===== config.mk =====
export PLATFORM = sky130hd
export DESIGN_NAME = front_panel_control
export DESIGN_NICKNAME = d
export VERILOG_FILES = /design/src/panel_pkg.sv /design/src/press_detect.sv /design/src/front_panel_control.sv
export VERILOG_INCLUDE_DIRS = /design/src /design/src/src
export SDC_FILE = /design/constraint.sdc
export NUM_CORES = 1
export LEC_CHECK = 0
export ABC_AREA = 1
export BUFFER_PORTS_ARGS = -buffer_cell sky130_fd_sc_hd__buf_2
export CORE_AREA = 8 8 240 242
export DETAILED_ROUTE_END_ITERATION = 8
export DIE_AREA = 0 0 248 250
export HOLD_SLACK_MARGIN = 0.03
export PLACE_DENSITY = 0.5
export SLEW_MARGIN = 20
export SYNTH_ARGS = -nofsm -noshare
export SYNTH_HDL_FRONTEND = slang
export SYNTH_HIERARCHICAL = 1
export SYNTH_SLANG_ARGS = --single-unit

===== constraint.sdc =====
create_clock -name aclk -period 3.3 [get_ports aclk]
set_input_delay 0.495 -clock aclk [delete_from_list [all_inputs] [get_ports aclk]]
set_output_delay 0.495 -clock aclk [all_outputs]
set_load 0.01 [all_outputs]

===== src/panel_defines.svh =====
// constants for the front panel control logic
`ifndef PANEL_DEFINES_SVH
`define PANEL_DEFINES_SVH
`define PANEL_ITEM_COUNT 6
`define PANEL_ITEM_W 3
`define PANEL_ITEM_FIRST 3'h0
`define PANEL_ITEM_LAST 3'h5
`define PANEL_DIGITS 8
`define PANEL_CHAR_W 8
`define PANEL_OFFS_CTRL 32'h00000000
`define PANEL_OFFS_STAT 32'h00000004
`define PANEL_OFFS_EVT 32'h00000008
`define PANEL_OFFS_MASK 32'h0000000c
`define PANEL_RESP_OKAY 2'h0
`define PANEL_RESP_SLVERR 2'h2
`define PANEL_EVT_W 4
`endif


===== src/panel_pkg.sv =====
// types for the front panel control logic
package panel_pkg;
   typedef enum logic [2:0]
   {
      JIT_NONE = 3'b001,
      JIT_GEN = 3'b010,
      JIT_OUT = 3'b100
   } jitter_path_t;
endpackage


===== src/press_detect.sv =====
// one-cycle press pulse from a synchronous button level
module press_detect #(parameter int WIDTH = 1)
(
   input wire logic aclk, // system clock
   input wire logic aresetn, // synchronous reset, active low
   input wire logic [WIDTH-1:0] level, // button levels, high while held
   output logic [WIDTH-1:0] press // one-cycle pulse on rising level
);
   logic [WIDTH-1:0] prev;
   always_ff @(posedge aclk)
   begin
      if (!aresetn)
      begin
         prev <= '0;
         press <= '0;
      end
      else
      begin
         prev <= level;
         press <= level & ~prev;
      end
   end
endmodule


===== src/front_panel_control.sv =====
// front panel lamps, display item choice and control state
//
// Implementation choices: the address map and the AXI4-Lite slave port.
`include "panel_defines.svh"
module front_panel_control
(
   input wire logic aclk, // system clock, 125 MHz
   input wire logic aresetn, // synchronous reset, active low
   input wire logic btn_local, // panel control button level
   input wire logic btn_output_enable, // output enable button level
   input wire logic btn_reference, // reference source button level
   input wire logic btn_jitter, // jitter select button level
   input wire logic btn_up, // scroll up button level
   input wire logic btn_down, // scroll down button level
   input wire logic [`PANEL_ITEM_COUNT-1:0] btn_adjust, // adjust buttons, one per item
   input wire logic remote_take, // remote bus takes control, pulse
   input wire logic any_uncalibrated, // some output is uncalibrated
   input wire logic [`PANEL_ITEM_COUNT*`PANEL_DIGITS*`PANEL_CHAR_W-1:0] item_text, // text per item
   output logic uncalibrated_output_lamp, // uncalibrated lamp
   output logic panel_control_indicator, // local control lamp
   output logic output_enable_lamp, // output enable lamp
   output logic outputs_enabled, // clock outputs driven
   output logic outside_reference_lamp, // external reference lamp
   output logic reference_external, // reference taken from outside input
   output logic [2:0] jitter_lamps, // none, generated, outside lamps
   output logic modulate_generated, // modulate from internal generator
   output logic modulate_outside, // modulate from rear input
   output logic [`PANEL_ITEM_COUNT-1:0] item_lamps, // selected item lamp
   output logic [`PANEL_ITEM_W-1:0] item_index, // selected item number
   output logic [`PANEL_DIGITS*`PANEL_CHAR_W-1:0] display_text, // display characters
   output logic irq, // interrupt, high while unmasked event set
   input wire logic [31:0] s_axi_awaddr, // write address
   input wire logic s_axi_awvalid, // write address valid
   output logic s_axi_awready, // write address ready
   input wire logic [31:0] s_axi_wdata, // write data
   input wire logic [3:0] s_axi_wstrb, // write strobes
   input wire logic s_axi_wvalid, // write data valid
   output logic s_axi_wready, // write data ready
   output logic [1:0] s_axi_bresp, // write response
   output logic s_axi_bvalid, // write response valid
   input wire logic s_axi_bready, // write response ready
   input wire logic [31:0] s_axi_araddr, // read address
   input wire logic s_axi_arvalid, // read address valid
   output logic s_axi_arready, // read address ready
   output logic [31:0] s_axi_rdata, // read data
   output logic [1:0] s_axi_rresp, // read response
   output logic s_axi_rvalid, // read data valid
   input wire logic s_axi_rready // read data ready
);
   localparam int NB = 5 + `PANEL_ITEM_COUNT;
   localparam int DW = `PANEL_DIGITS * `PANEL_CHAR_W;

   logic [NB-1:0] press;
   logic p_local;
   logic p_enable;
   logic p_ref;
   logic p_jit;
   logic p_up;
   logic p_down;
   logic [`PANEL_ITEM_COUNT-1:0] p_adj;
   logic local_mode;
   logic [`PANEL_ITEM_W-1:0] next_item;
   panel_pkg::jitter_path_t jit;
   logic [`PANEL_EVT_W-1:0] evt;
   logic [`PANEL_EVT_W-1:0] mask;
   logic [`PANEL_EVT_W-1:0] evt_set;
   logic [`PANEL_EVT_W-1:0] evt_clr;
   logic [2:0] sw_cmd;
   logic aw_held;
   logic w_held;
   logic [31:0] aw_addr;
   logic [31:0] w_data;
   logic [3:0] w_strb;
   logic do_write;
   logic [31:0] rd_word;
   logic rd_ok;

   press_detect #(.WIDTH(NB)) u_press
   (
      .aclk(aclk),
      .aresetn(aresetn),
      .level({btn_adjust, btn_down, btn_up, btn_jitter, btn_reference, btn_output_enable}),
      .press(press)
   );
   assign p_enable = press[0];
   assign p_ref = press[1];
   assign p_jit = press[2];
   assign p_up = press[3];
   assign p_down = press[4];
   assign p_adj = press[NB-1:5];
   assign p_local = btn_local;

   // panel presses act only in local control; the local button always acts
   logic local_edge;
   logic local_prev;
   always_ff @(posedge aclk)
   begin
      if (!aresetn)
         local_prev <= 1'b0;
      else
         local_prev <= p_local;
   end
   assign local_edge = p_local & ~local_prev;

   always_ff @(posedge aclk)
   begin
      if (!aresetn)
         local_mode <= 1'b1;
      else if (local_edge)
         local_mode <= 1'b1;
      else if (remote_take)
         local_mode <= 1'b0;
   end

   always_ff @(posedge aclk)
   begin
      if (!aresetn)
         panel_control_indicator <= 1'b1;
      else
         panel_control_indicator <= local_edge | (local_mode & ~remote_take);
   end

   // software control word: bit0 toggles enable, bit1 toggles external ref, bit2 jitter step
   always_ff @(posedge aclk)
   begin
      if (!aresetn)
         outputs_enabled <= 1'b0;
      else if ((p_enable & local_mode) | sw_cmd[0])
         outputs_enabled <= ~outputs_enabled;
   end

   always_ff @(posedge aclk)
   begin
      if (!aresetn)
         output_enable_lamp <= 1'b0;
      else
         output_enable_lamp <= outputs_enabled;
   end

   always_ff @(posedge aclk)
   begin
      if (!aresetn)
         reference_external <= 1'b0;
      else if ((p_ref & local_mode) | sw_cmd[1])
         reference_external <= ~reference_external;
   end

   always_ff @(posedge aclk)
   begin
      if (!aresetn)
         outside_reference_lamp <= 1'b0;
      else
         outside_reference_lamp <= reference_external;
   end

   always_ff @(posedge aclk)
   begin
      if (!aresetn)
         jit <= panel_pkg::JIT_NONE;
      else if ((p_jit & local_mode) | sw_cmd[2])
      begin
         unique case (jit)
            panel_pkg::JIT_NONE: jit <= panel_pkg::JIT_GEN;
            panel_pkg::JIT_GEN: jit <= panel_pkg::JIT_OUT;
            panel_pkg::JIT_OUT: jit <= panel_pkg::JIT_NONE;
            default: jit <= panel_pkg::JIT_NONE;
         endcase
      end
   end

   always_ff @(posedge aclk)
   begin
      if (!aresetn)
      begin
         jitter_lamps <= 3'h1;
         modulate_generated <= 1'b0;
         modulate_outside <= 1'b0;
      end
      else
      begin
         jitter_lamps <= jit;
         modulate_generated <= (jit == panel_pkg::JIT_GEN);
         modulate_outside <= (jit == panel_pkg::JIT_OUT);
      end
   end

   always_ff @(posedge aclk)
   begin
      if (!aresetn)
         uncalibrated_output_lamp <= 1'b0;
      else
         uncalibrated_output_lamp <= any_uncalibrated;
   end

   // display item choice; adjust buttons win over scrolling
   always_comb
   begin
      next_item = item_index;
      if (local_mode)
      begin
         if (|p_adj)
         begin
            for (int i = `PANEL_ITEM_COUNT - 1; i >= 0; i--)
               if (p_adj[i])
                  next_item = i[`PANEL_ITEM_W-1:0];
         end
         else if (p_down & ~p_up)
         begin
            if (item_index == `PANEL_ITEM_LAST)
               next_item = `PANEL_ITEM_FIRST;
            else
               next_item = item_index + 3'h1;
         end
         else if (p_up & ~p_down)
         begin
            if (item_index == `PANEL_ITEM_FIRST)
               next_item = `PANEL_ITEM_LAST;
            else
               next_item = item_index - 3'h1;
         end
      end
   end

   always_ff @(posedge aclk)
   begin
      if (!aresetn)
         item_index <= `PANEL_ITEM_FIRST;
      else
         item_index <= next_item;
   end

   genvar g;
   generate
      for (g = 0; g < `PANEL_ITEM_COUNT; g++)
      begin : g_lamp
         always_ff @(posedge aclk)
         begin
            if (!aresetn)
               item_lamps[g] <= (g == 0);
            else
               item_lamps[g] <= (next_item == g);
         end
      end
   endgenerate

   always_ff @(posedge aclk)
   begin
      if (!aresetn)
         display_text <= '0;
      else
         display_text <= item_text[next_item*DW +: DW];
   end

   // events: 0 local regained, 1 remote taken, 2 uncalibrated rise, 3 panel press
   assign evt_set = {|press, any_uncalibrated & ~uncalibrated_output_lamp,
                     remote_take & local_mode, local_edge & ~local_mode};

   always_ff @(posedge aclk)
   begin
      if (!aresetn)
         evt <= '0;
      else
         evt <= (evt & ~evt_clr) | evt_set; // set wins over clear
   end

   always_ff @(posedge aclk)
   begin
      if (!aresetn)
         irq <= 1'b0;
      else
         irq <= |(((evt & ~evt_clr) | evt_set) & mask);
   end

   // axi4-lite write path
   assign do_write = aw_held & w_held & ~s_axi_bvalid;

   always_ff @(posedge aclk)
   begin
      if (!aresetn)
      begin
         aw_held <= 1'b0;
         w_held <= 1'b0;
         aw_addr <= '0;
         w_data <= '0;
         w_strb <= '0;
         s_axi_awready <= 1'b0;
         s_axi_wready <= 1'b0;
         s_axi_bvalid <= 1'b0;
         s_axi_bresp <= `PANEL_RESP_OKAY;
      end
      else
      begin
         s_axi_awready <= ~aw_held & ~s_axi_awready & s_axi_awvalid;
         s_axi_wready <= ~w_held & ~s_axi_wready & s_axi_wvalid;
         if (s_axi_awvalid & s_axi_awready)
         begin
            aw_held <= 1'b1;
            aw_addr <= s_axi_awaddr;
         end
         if (s_axi_wvalid & s_axi_wready)
         begin
            w_held <= 1'b1;
            w_data <= s_axi_wdata;
            w_strb <= s_axi_wstrb;
         end
         if (do_write)
         begin
            aw_held <= 1'b0;
            w_held <= 1'b0;
            s_axi_bvalid <= 1'b1;
            s_axi_bresp <= (aw_addr[31:2] <= `PANEL_OFFS_MASK >> 2) ?
                           `PANEL_RESP_OKAY : `PANEL_RESP_SLVERR;
         end
         else if (s_axi_bready)
            s_axi_bvalid <= 1'b0;
      end
   end

   always_comb
   begin
      sw_cmd = 3'h0;
      evt_clr = '0;
      if (do_write & w_strb[0])
      begin
         if (aw_addr[31:2] == `PANEL_OFFS_CTRL >> 2)
            sw_cmd = w_data[2:0];
         if (aw_addr[31:2] == `PANEL_OFFS_EVT >> 2)
            evt_clr = w_data[`PANEL_EVT_W-1:0];
      end
   end

   always_ff @(posedge aclk)
   begin
      if (!aresetn)
         mask <= '0;
      else if (do_write & w_strb[0] & (aw_addr[31:2] == `PANEL_OFFS_MASK >> 2))
         mask <= w_data[`PANEL_EVT_W-1:0];
   end

   // axi4-lite read path
   always_comb
   begin
      rd_ok = 1'b1;
      rd_word = '0;
      unique case (s_axi_araddr[31:2])
         `PANEL_OFFS_CTRL >> 2: rd_word = '0;
         `PANEL_OFFS_STAT >> 2: rd_word = {22'h0, item_index, jit, reference_external,
                                           outputs_enabled, local_mode, any_uncalibrated};
         `PANEL_OFFS_EVT >> 2: rd_word = {28'h0, evt};
         `PANEL_OFFS_MASK >> 2: rd_word = {28'h0, mask};
         default: rd_ok = 1'b0;
      endcase
   end

   always_ff @(posedge aclk)
   begin
      if (!aresetn)
      begin
         s_axi_arready <= 1'b0;
         s_axi_rvalid <= 1'b0;
         s_axi_rdata <= '0;
         s_axi_rresp <= `PANEL_RESP_OKAY;
      end
      else
      begin
         s_axi_arready <= s_axi_arvalid & ~s_axi_arready & ~s_axi_rvalid;
         if (s_axi_arvalid & s_axi_arready)
         begin
            s_axi_rvalid <= 1'b1;
            s_axi_rdata <= rd_word;
            s_axi_rresp <= rd_ok ? `PANEL_RESP_OKAY : `PANEL_RESP_SLVERR;
         end
         else if (s_axi_rready)
            s_axi_rvalid <= 1'b0;
      end
   end
endmodule


==> results of run 1 <==
## stage by stage
step / instances / worst slack [ns] / hold slack (ns) / util [%] / power, W
after global routing: 2945 / 0.355 / 0.197 / 26.9 / 0.00741
after CTS: 2933 / 0.507 / 0.166 / 26.9 / 0.00708
after floorplan: 1742 / 1.40 / 0.368 / - / 0.00381
final: 2948 / 0.526 / 0.220 / 26.9 / 0.00693
after global placement: 2901 / 0.565 / 0.373 / 25.7 / 0.00482
after detailed placement: 2901 / 0.522 / 0.375 / 25.7 / 0.00483
## placed cells by master (no fill, tap or decap), drive strengths merged
master	count
clkinv	6
inv	181
nor2	147
nor4	3
nand2	626
and3	1
nor3	11
and2	2
clkbuf	17
diode	15
nand4	23
o211ai	3
conb	24
buf	595
or2	1
dfxtp	174
a211oi	2
bufinv	1
a21oi	36
o21a	2
ha	1
nand3b	52
nand3	265
a31oi	2
o21ai	62
## path summary, 6_finish.rpt
path | startpoint | endpoint
worst max-delay path | item_index[0]$_SDFF_PN0_ | display_text[2]$_SDFF_PN0_
worst max register to register | item_index[0]$_SDFF_PN0_ | display_text[2]$_SDFF_PN0_
worst min-delay path | btn_jitter | u_press/prev[2]$_SDFF_PN0_
worst min register to register | u_press/prev[5]$_SDFF_PN0_ | u_press/press[5]$_SDFF_PN0_
## worst register-to-register path, cell delays in order (launching register included)
cell     delay, ns
dfxtp_1       0.55
inv_2         0.13
nor2_1        0.33
inv_4         0.23
nand2_8       0.38
nand2_2       0.21
inv_1         0.47
nand3_1       0.14
nand2_1       0.10
inv_1         0.04
nand2_1       0.12
## layout make-up
| class | count | area [sq um] |
|---|---|---|
| Inverter | 173 | 653 |
| Multi-Input combinational cell | 1263 | 5590 |
| Fill cell | 6170 | 39100 |
| Timing Repair Buffer | 595 | 3160 |
| Clock inverter | 15 | 191 |
| Tap cell | 696 | 871 |
| Clock buffer | 17 | 425 |
| Sequential cell | 174 | 3480 |
| Antenna cell | 15 | 37.5 |
## kinds of logic (layout without fill, tap and decap cells)
kind of cell               count (synthesis)  after routing  share of synthesized area (%)
other                                      1             39                         0.0365
buffers and inverters                    305            800                           13.0
AOI/OAI and AO/OA                        107            107                           5.48
and+or+nand+nor                         1131           1131                           47.4
adders and majority gates                  1              1                          0.122
DFF                                      174            174                           33.9
## metal layers
metal  global-route usage (%)  up-vias
li1                         -     6388
met1                     18.4     5746
met2                     26.8      484
met3                     4.22       77
met4                     6.80        4
met5                        0        -
## flip-flops by register name, summed over array words and instances (netlist names), 3 cells and up
signal         flops
jit                3
item_lamps         6
w_data             4
u_press/press     11
mask               4
display_text      64
u_press/prev      11
jitter_lamps       3
s_axi_rdata       10
evt                4
item_index         3
aw_addr           30
## report_power, final
part / total [W] / internal, W / leakage (nW) / switching (W)
Sequential: 0.00239 / 0.00231 / 1.43 / 0.0000841
Clock: 0.00217 / 0.00110 / 0.304 / 0.00107
Combinational: 0.00236 / 0.000830 / 6.30 / 0.00153
==> results.json, run 1 <==
{
  "cp.arrival_ns": 3.18,
  "vias": 12700,
  "yosys_warnings": 6,
  "post-cts-setup-buffer-count": 0,
  "antenna_left": 0,
  "grt_pass1_vias": 12600,
  "drtIter0Drc": 660,
  "vias_per_cell": 4.31,
  "tns_ns": 0,
  "worstPathCellList": "inv_2, nor2_1, inv_4, nand2_8, nand2_2, inv_1, nand3_1, nand2_1, inv_1, nand2_1",
  "synth_edf_count": 0,
  "cp-start-kind": "flip-flop",
  "clock.fmax_mhz": 361,
  "rsz0062_at_grt": "false",
  "synth.area.top_cells": "dfxtp_1, nand2_1, nand3_1",
  "fin_area_sq_um": 14400,
  "grt_max_degree": 97,
  "route.met2.wl_mm": 25.2,
  "hold_violations": 0,
  "wl_met3_mm": 3.45,
  "cts_tree": "built",
  "synthTopCellsByCount": "nand2_1, nand3_1, dfxtp_1, inv_1, nor2_1",
  "fin_nets": 2730,
  "status": "complete, no violations",
  "die_w_um": 248,
  "vdd_drop_max_uv": 408,
  "worstHoldPathCells": 3,
  "path_clk_slew_ns": 0.08,
  "synth_top_area_cell": "dfxtp_1",
  "grt_use_total_pct": 15.8,
  "start_util_pct": 19.2,
  "maxCapViolCount": 0,
  "endpoint_kind": "flip-flop",
  "maxUsedRoutingLayer": "met5",
  "relSlewSlack_pct": 45.3,
  "slowest_stage": "dfxtp_1",
  "cts_sinks": 174,
  "routed_wl_mm": 51.3,
  "synth_seq_cells": 174,
  "cts_buffers": 17,
  "num_io_pins": 631,
  "fin_crit_ns": 2.77,
  "post-route-period-util_pct": 84.0,
  "cts_resized": 0,
  "rrSetupSlack_ns": 0.53,
  "overflow": 0,
  "postSynthAreaPerCell_sq_um": 5.98,
  "grt_antenna_before_repair": 20,
  "cp_top_family": "simple AND/OR/NAND/NOR gates",
  "setup_viol_count_final": 0,
  "async_reset_ff_share_pct": 0,
  "globalplace.congestion": 0.891,
  "r2r_cells": 10,
  "powerDensity_nw_per_um2": 481,
  "drc": 0,
  "hpwl_mm": 40.3,
  "post-synth-top-count-cell": "nand2_1",
  "critical_path_class": "flip-flop to flip-flop",
  "power.leakage_nw": 8.04,
  "placedInstanceArea_sq_um": 13800,
  "worst_pin_slew_ns": 0.821,
  "die_y_um": 250,
  "cp_max_fo": 62,
  "synth_top_area_share_pct": 33.9,
  "ys_types": 32,
  "ys_seq_area_share_pct": 33.9,
  "finClkSkew_ns": 0.0124,
  "root_buffer": "clkbuf_16",
  "synth_area_sq_um": 10300,
  "critical_path_depth": 10,
  "postCtsHoldBufs": 0,
  "rows": 85,
  "drt-met1-wl_mm": 21.1,
  "syn2layout_area_growth_pct": 40.2,
  "synth-main-ff-cell": "dfxtp_1",
  "slew_violations": 0,
  "htree_levels": 4,
  "clk_latency_ns": 0.48,
  "drive_above_1_share_pct": 28.7,
  "min_path_type": "input pin to flip-flop",
  "syn_inst": 1719,
  "cp.required_ns": 3.70,
  "max_stage_delay_ns": 0.55,
  "die_area_sq_um": 62000,
  "wl_per_cell_um": 17.4,
  "clk_path_buf_depth": 2,
  "dr.pass1.iters": 5,
  "core_area_sq_um": 53500,
  "portBuffers": 571,
  "grt_pass1_wl_mm": 74.6,
  "worst-path-buf-inv": 4
}
Note: power is estimated with default switching activity, not from simulation.
==> run 2, diff against run 1 <==
CORE_AREA = 8 8 238 240   (was 8 8 240 242)
DIE_AREA = 0 0 246 248   (was 0 0 248 250)
PLACE_DENSITY = 0.52   (was 0.5)
clock period = 2.3 ns   (was 3.3 ns; I/O delays follow)
==> results.json, run 2 (synthesis results as in run 1) <==
{
  "num_io_pins": 631,
  "layout_common_cells": "nand2_1, buf_2, nand3_1",
  "critical_path_class": "flip-flop to flip-flop",
  "slew_violations": 0,
  "routed_wl_mm": 51.3,
  "p_total_w": 0.0102,
  "drtIter0Drc": 715,
  "cp_max_fo": 50,
  "critPathLaunch": "item_index[0]$_SDFF_PN0_",
  "core_area_sq_um": 53100,
  "fin_crit_ns": 2.11,
  "syn2layout_area_growth_pct": 45.6,
  "cp-start-kind": "flip-flop",
  "reg.largest.list": "display_text: 64 flops, aw_addr: 30 flops",
  "min-delay-start": "s_axi_awvalid",
  "largest_reg_flops": 64,
  "p_comb_share_pct": 36.5,
  "vdd_drop_max_uv": 541,
  "start_util_pct": 19.4,
  "die_y_um": 248,
  "worst_slack_ns": 0.190,
  "clk_latency_ns": 0.49,
  "die_area_sq_um": 61000,
  "grt_pass1_vias": 12300,
  "rsz0062_at_grt": "false",
  "r2r_cells": 12,
  "antenna_left": 0,
  "setup_viol_count_final": 0,
  "dr.pass1.iters": 5,
  "vias": 12600,
  "min_path_type": "input pin to flip-flop",
  "root_buffer": "clkbuf_16",
  "endpoint_kind": "flip-flop",
  "overflow": 0,
  "cpMostUsedCell": "nor2_1",
  "max_stage_delay_ns": 0.33,
  "fillers": 6092,
  "wl_per_cell_um": 17.1,
  "drive_above_1_share_pct": 30.6,
  "globalplace.congestion": 0.898,
  "worst_pin_slew_ns": 0.808,
  "rrSetupSlack_ns": 0.19,
  "slowest_stage": "dfxtp_2",
  "cp.required_ns": 2.67,
  "finClkSkew_ns": 0.0150,
  "p_sw_w": 0.00398,
  "drc": 0,
  "p_seq_share_pct": 33.4,
  "die_w_um": 246,
  "status": "complete, no violations",
  "cts_sinks": 174,
  "clock.fmax_mhz": 474,
  "tns_ns": 0,
  "grt_use_total_pct": 15.7,
  "htree_levels": 4,
  "worstPathCellList": "buf_4, inv_2, nor2_1, buf_4, inv_4, buf_12, buf_12, nand3_1, nand3_1, nand2_1, nor2_1, nor2_1",
  "grt_antenna_before_repair": 14,
  "clk_path_buf_depth": 2,
  "grt_max_degree": 61,
  "holdPathEnd": "s_axi_awready$_SDFF_PN0_",
  "pwr-share-clk_pct": 30.1,
  "r2r-end": "display_text[17]$_SDFF_PN0_",
  "post-route-period-util_pct": 91.8,
  "relSlewSlack_pct": 45.6,
  "hold_violations": 0,
  "fin_nets": 2782,
  "intPower_w": 0.00623,
  "r2r-start": "item_index[0]$_SDFF_PN0_",
  "final_cells": 2994,
  "maxCapViolCount": 0,
  "switching_share_pct": 39.0,
  "final_common_cell": "nand2_1",
  "cts_tree": "built",
  "cts_buffers": 17,
  "portBuffers": 571,
  "pre_cts_ws_ns": 0.0917,
  "dp_cells": 2945,
  "hpwl_mm": 40.4,
  "largest-register": "display_text",
  "power.leakage_nw": 8.34,
  "cp.arrival_ns": 2.48,
  "path_clk_slew_ns": 0.08,
  "hold_ws_ns": 0.0846,
  "grt_pass1_wl_mm": 73.2,
  "powerDensity_nw_per_um2": 683,
  "vias_per_cell": 4.19,
  "rows": 85,
  "worstHoldPathCells": 3
}
run 2: cell types whose count changed in the layout (fill, tap and decap cells not counted), moves of 2 or more:
cell	delta
buf_12	+5
buf_16	+3
buf_4	+34
buf_6	+4
dfxtp_1	-2
dfxtp_2	+2
diode_2	-6
dlygate4sd3_1	+5
nand2_1	-4
nand2_2	+4
nor2_1	-4
nor2_2	+4
o21ai_0	-2
o21ai_1	+2
run 2: worst max path at each step:
stage / to / depth (start not counted)
after floorplan: display_text[46]$_SDFF_PN0_ / 10
after global placement: display_text[17]$_SDFF_PN0_ / 15
after detailed placement: display_text[17]$_SDFF_PN0_ / 15
after CTS: display_text[17]$_SDFF_PN0_ / 15
after global routing: display_text[31]$_SDFF_PN0_ / 17
final: display_text[17]$_SDFF_PN0_ / 12
run 2: power by group through the flow:
stage | sequential (W) | combinational (W) | clock (W)
after floorplan | 0.00360 | 0.00187 | 0
after global placement | 0.00348 | 0.00370 | 0
after detailed placement | 0.00348 | 0.00368 | 0
after CTS | 0.00341 | 0.00370 | 0.00322
after global routing | 0.00344 | 0.00415 | 0.00330
final | 0.00341 | 0.00373 | 0.00307
run 2: layer usage:
layer / GRT usage (%) / wire length (um) / up-vias
met2: 26.1 / 25000 / 447
li1: - / - / 6484
met5: 0 / 21 / -
met1: 19.5 / 21700 / 5560
met4: 5.94 / 1100 / 4
met3: 3.85 / 3540 / 63
run 2: what timing repair did:
action | in CTS | in global routing
hold buffers | 5 | 0
setup endpoints to repair | 0 | 51
buffers inserted | 0 | 2
resized for setup | 0 | 19
endpoints found under the hold margin | 5 | 0
run 2: stage by stage:
step                      util, %  area [sq um]
after floorplan                 -         10400
after global placement       26.7         14200
after detailed placement     26.7         14200
after CTS                    28.0         14800
after global routing         28.2         15000
final                        28.2         15000
run 2: final cells by class:
class,count,area (sq um),area share (%)
Antenna cell,9,22.5,0.150
Inverter,173,653,4.36
Timing Repair Buffer,647,3720,24.9
Tap cell,696,871,5.82
Multi-Input combinational cell,1263,5610,37.5
Sequential cell,174,3490,23.3
Clock buffer,17,425,2.84
Clock inverter,15,181,1.21
run 2: critical path, delay by kind of cell (launching register included):
kind,cells,cell delay [ns]
and+or+nand+nor,6,0.63
DFF,1,0.33
buffers and inverters,6,1.00
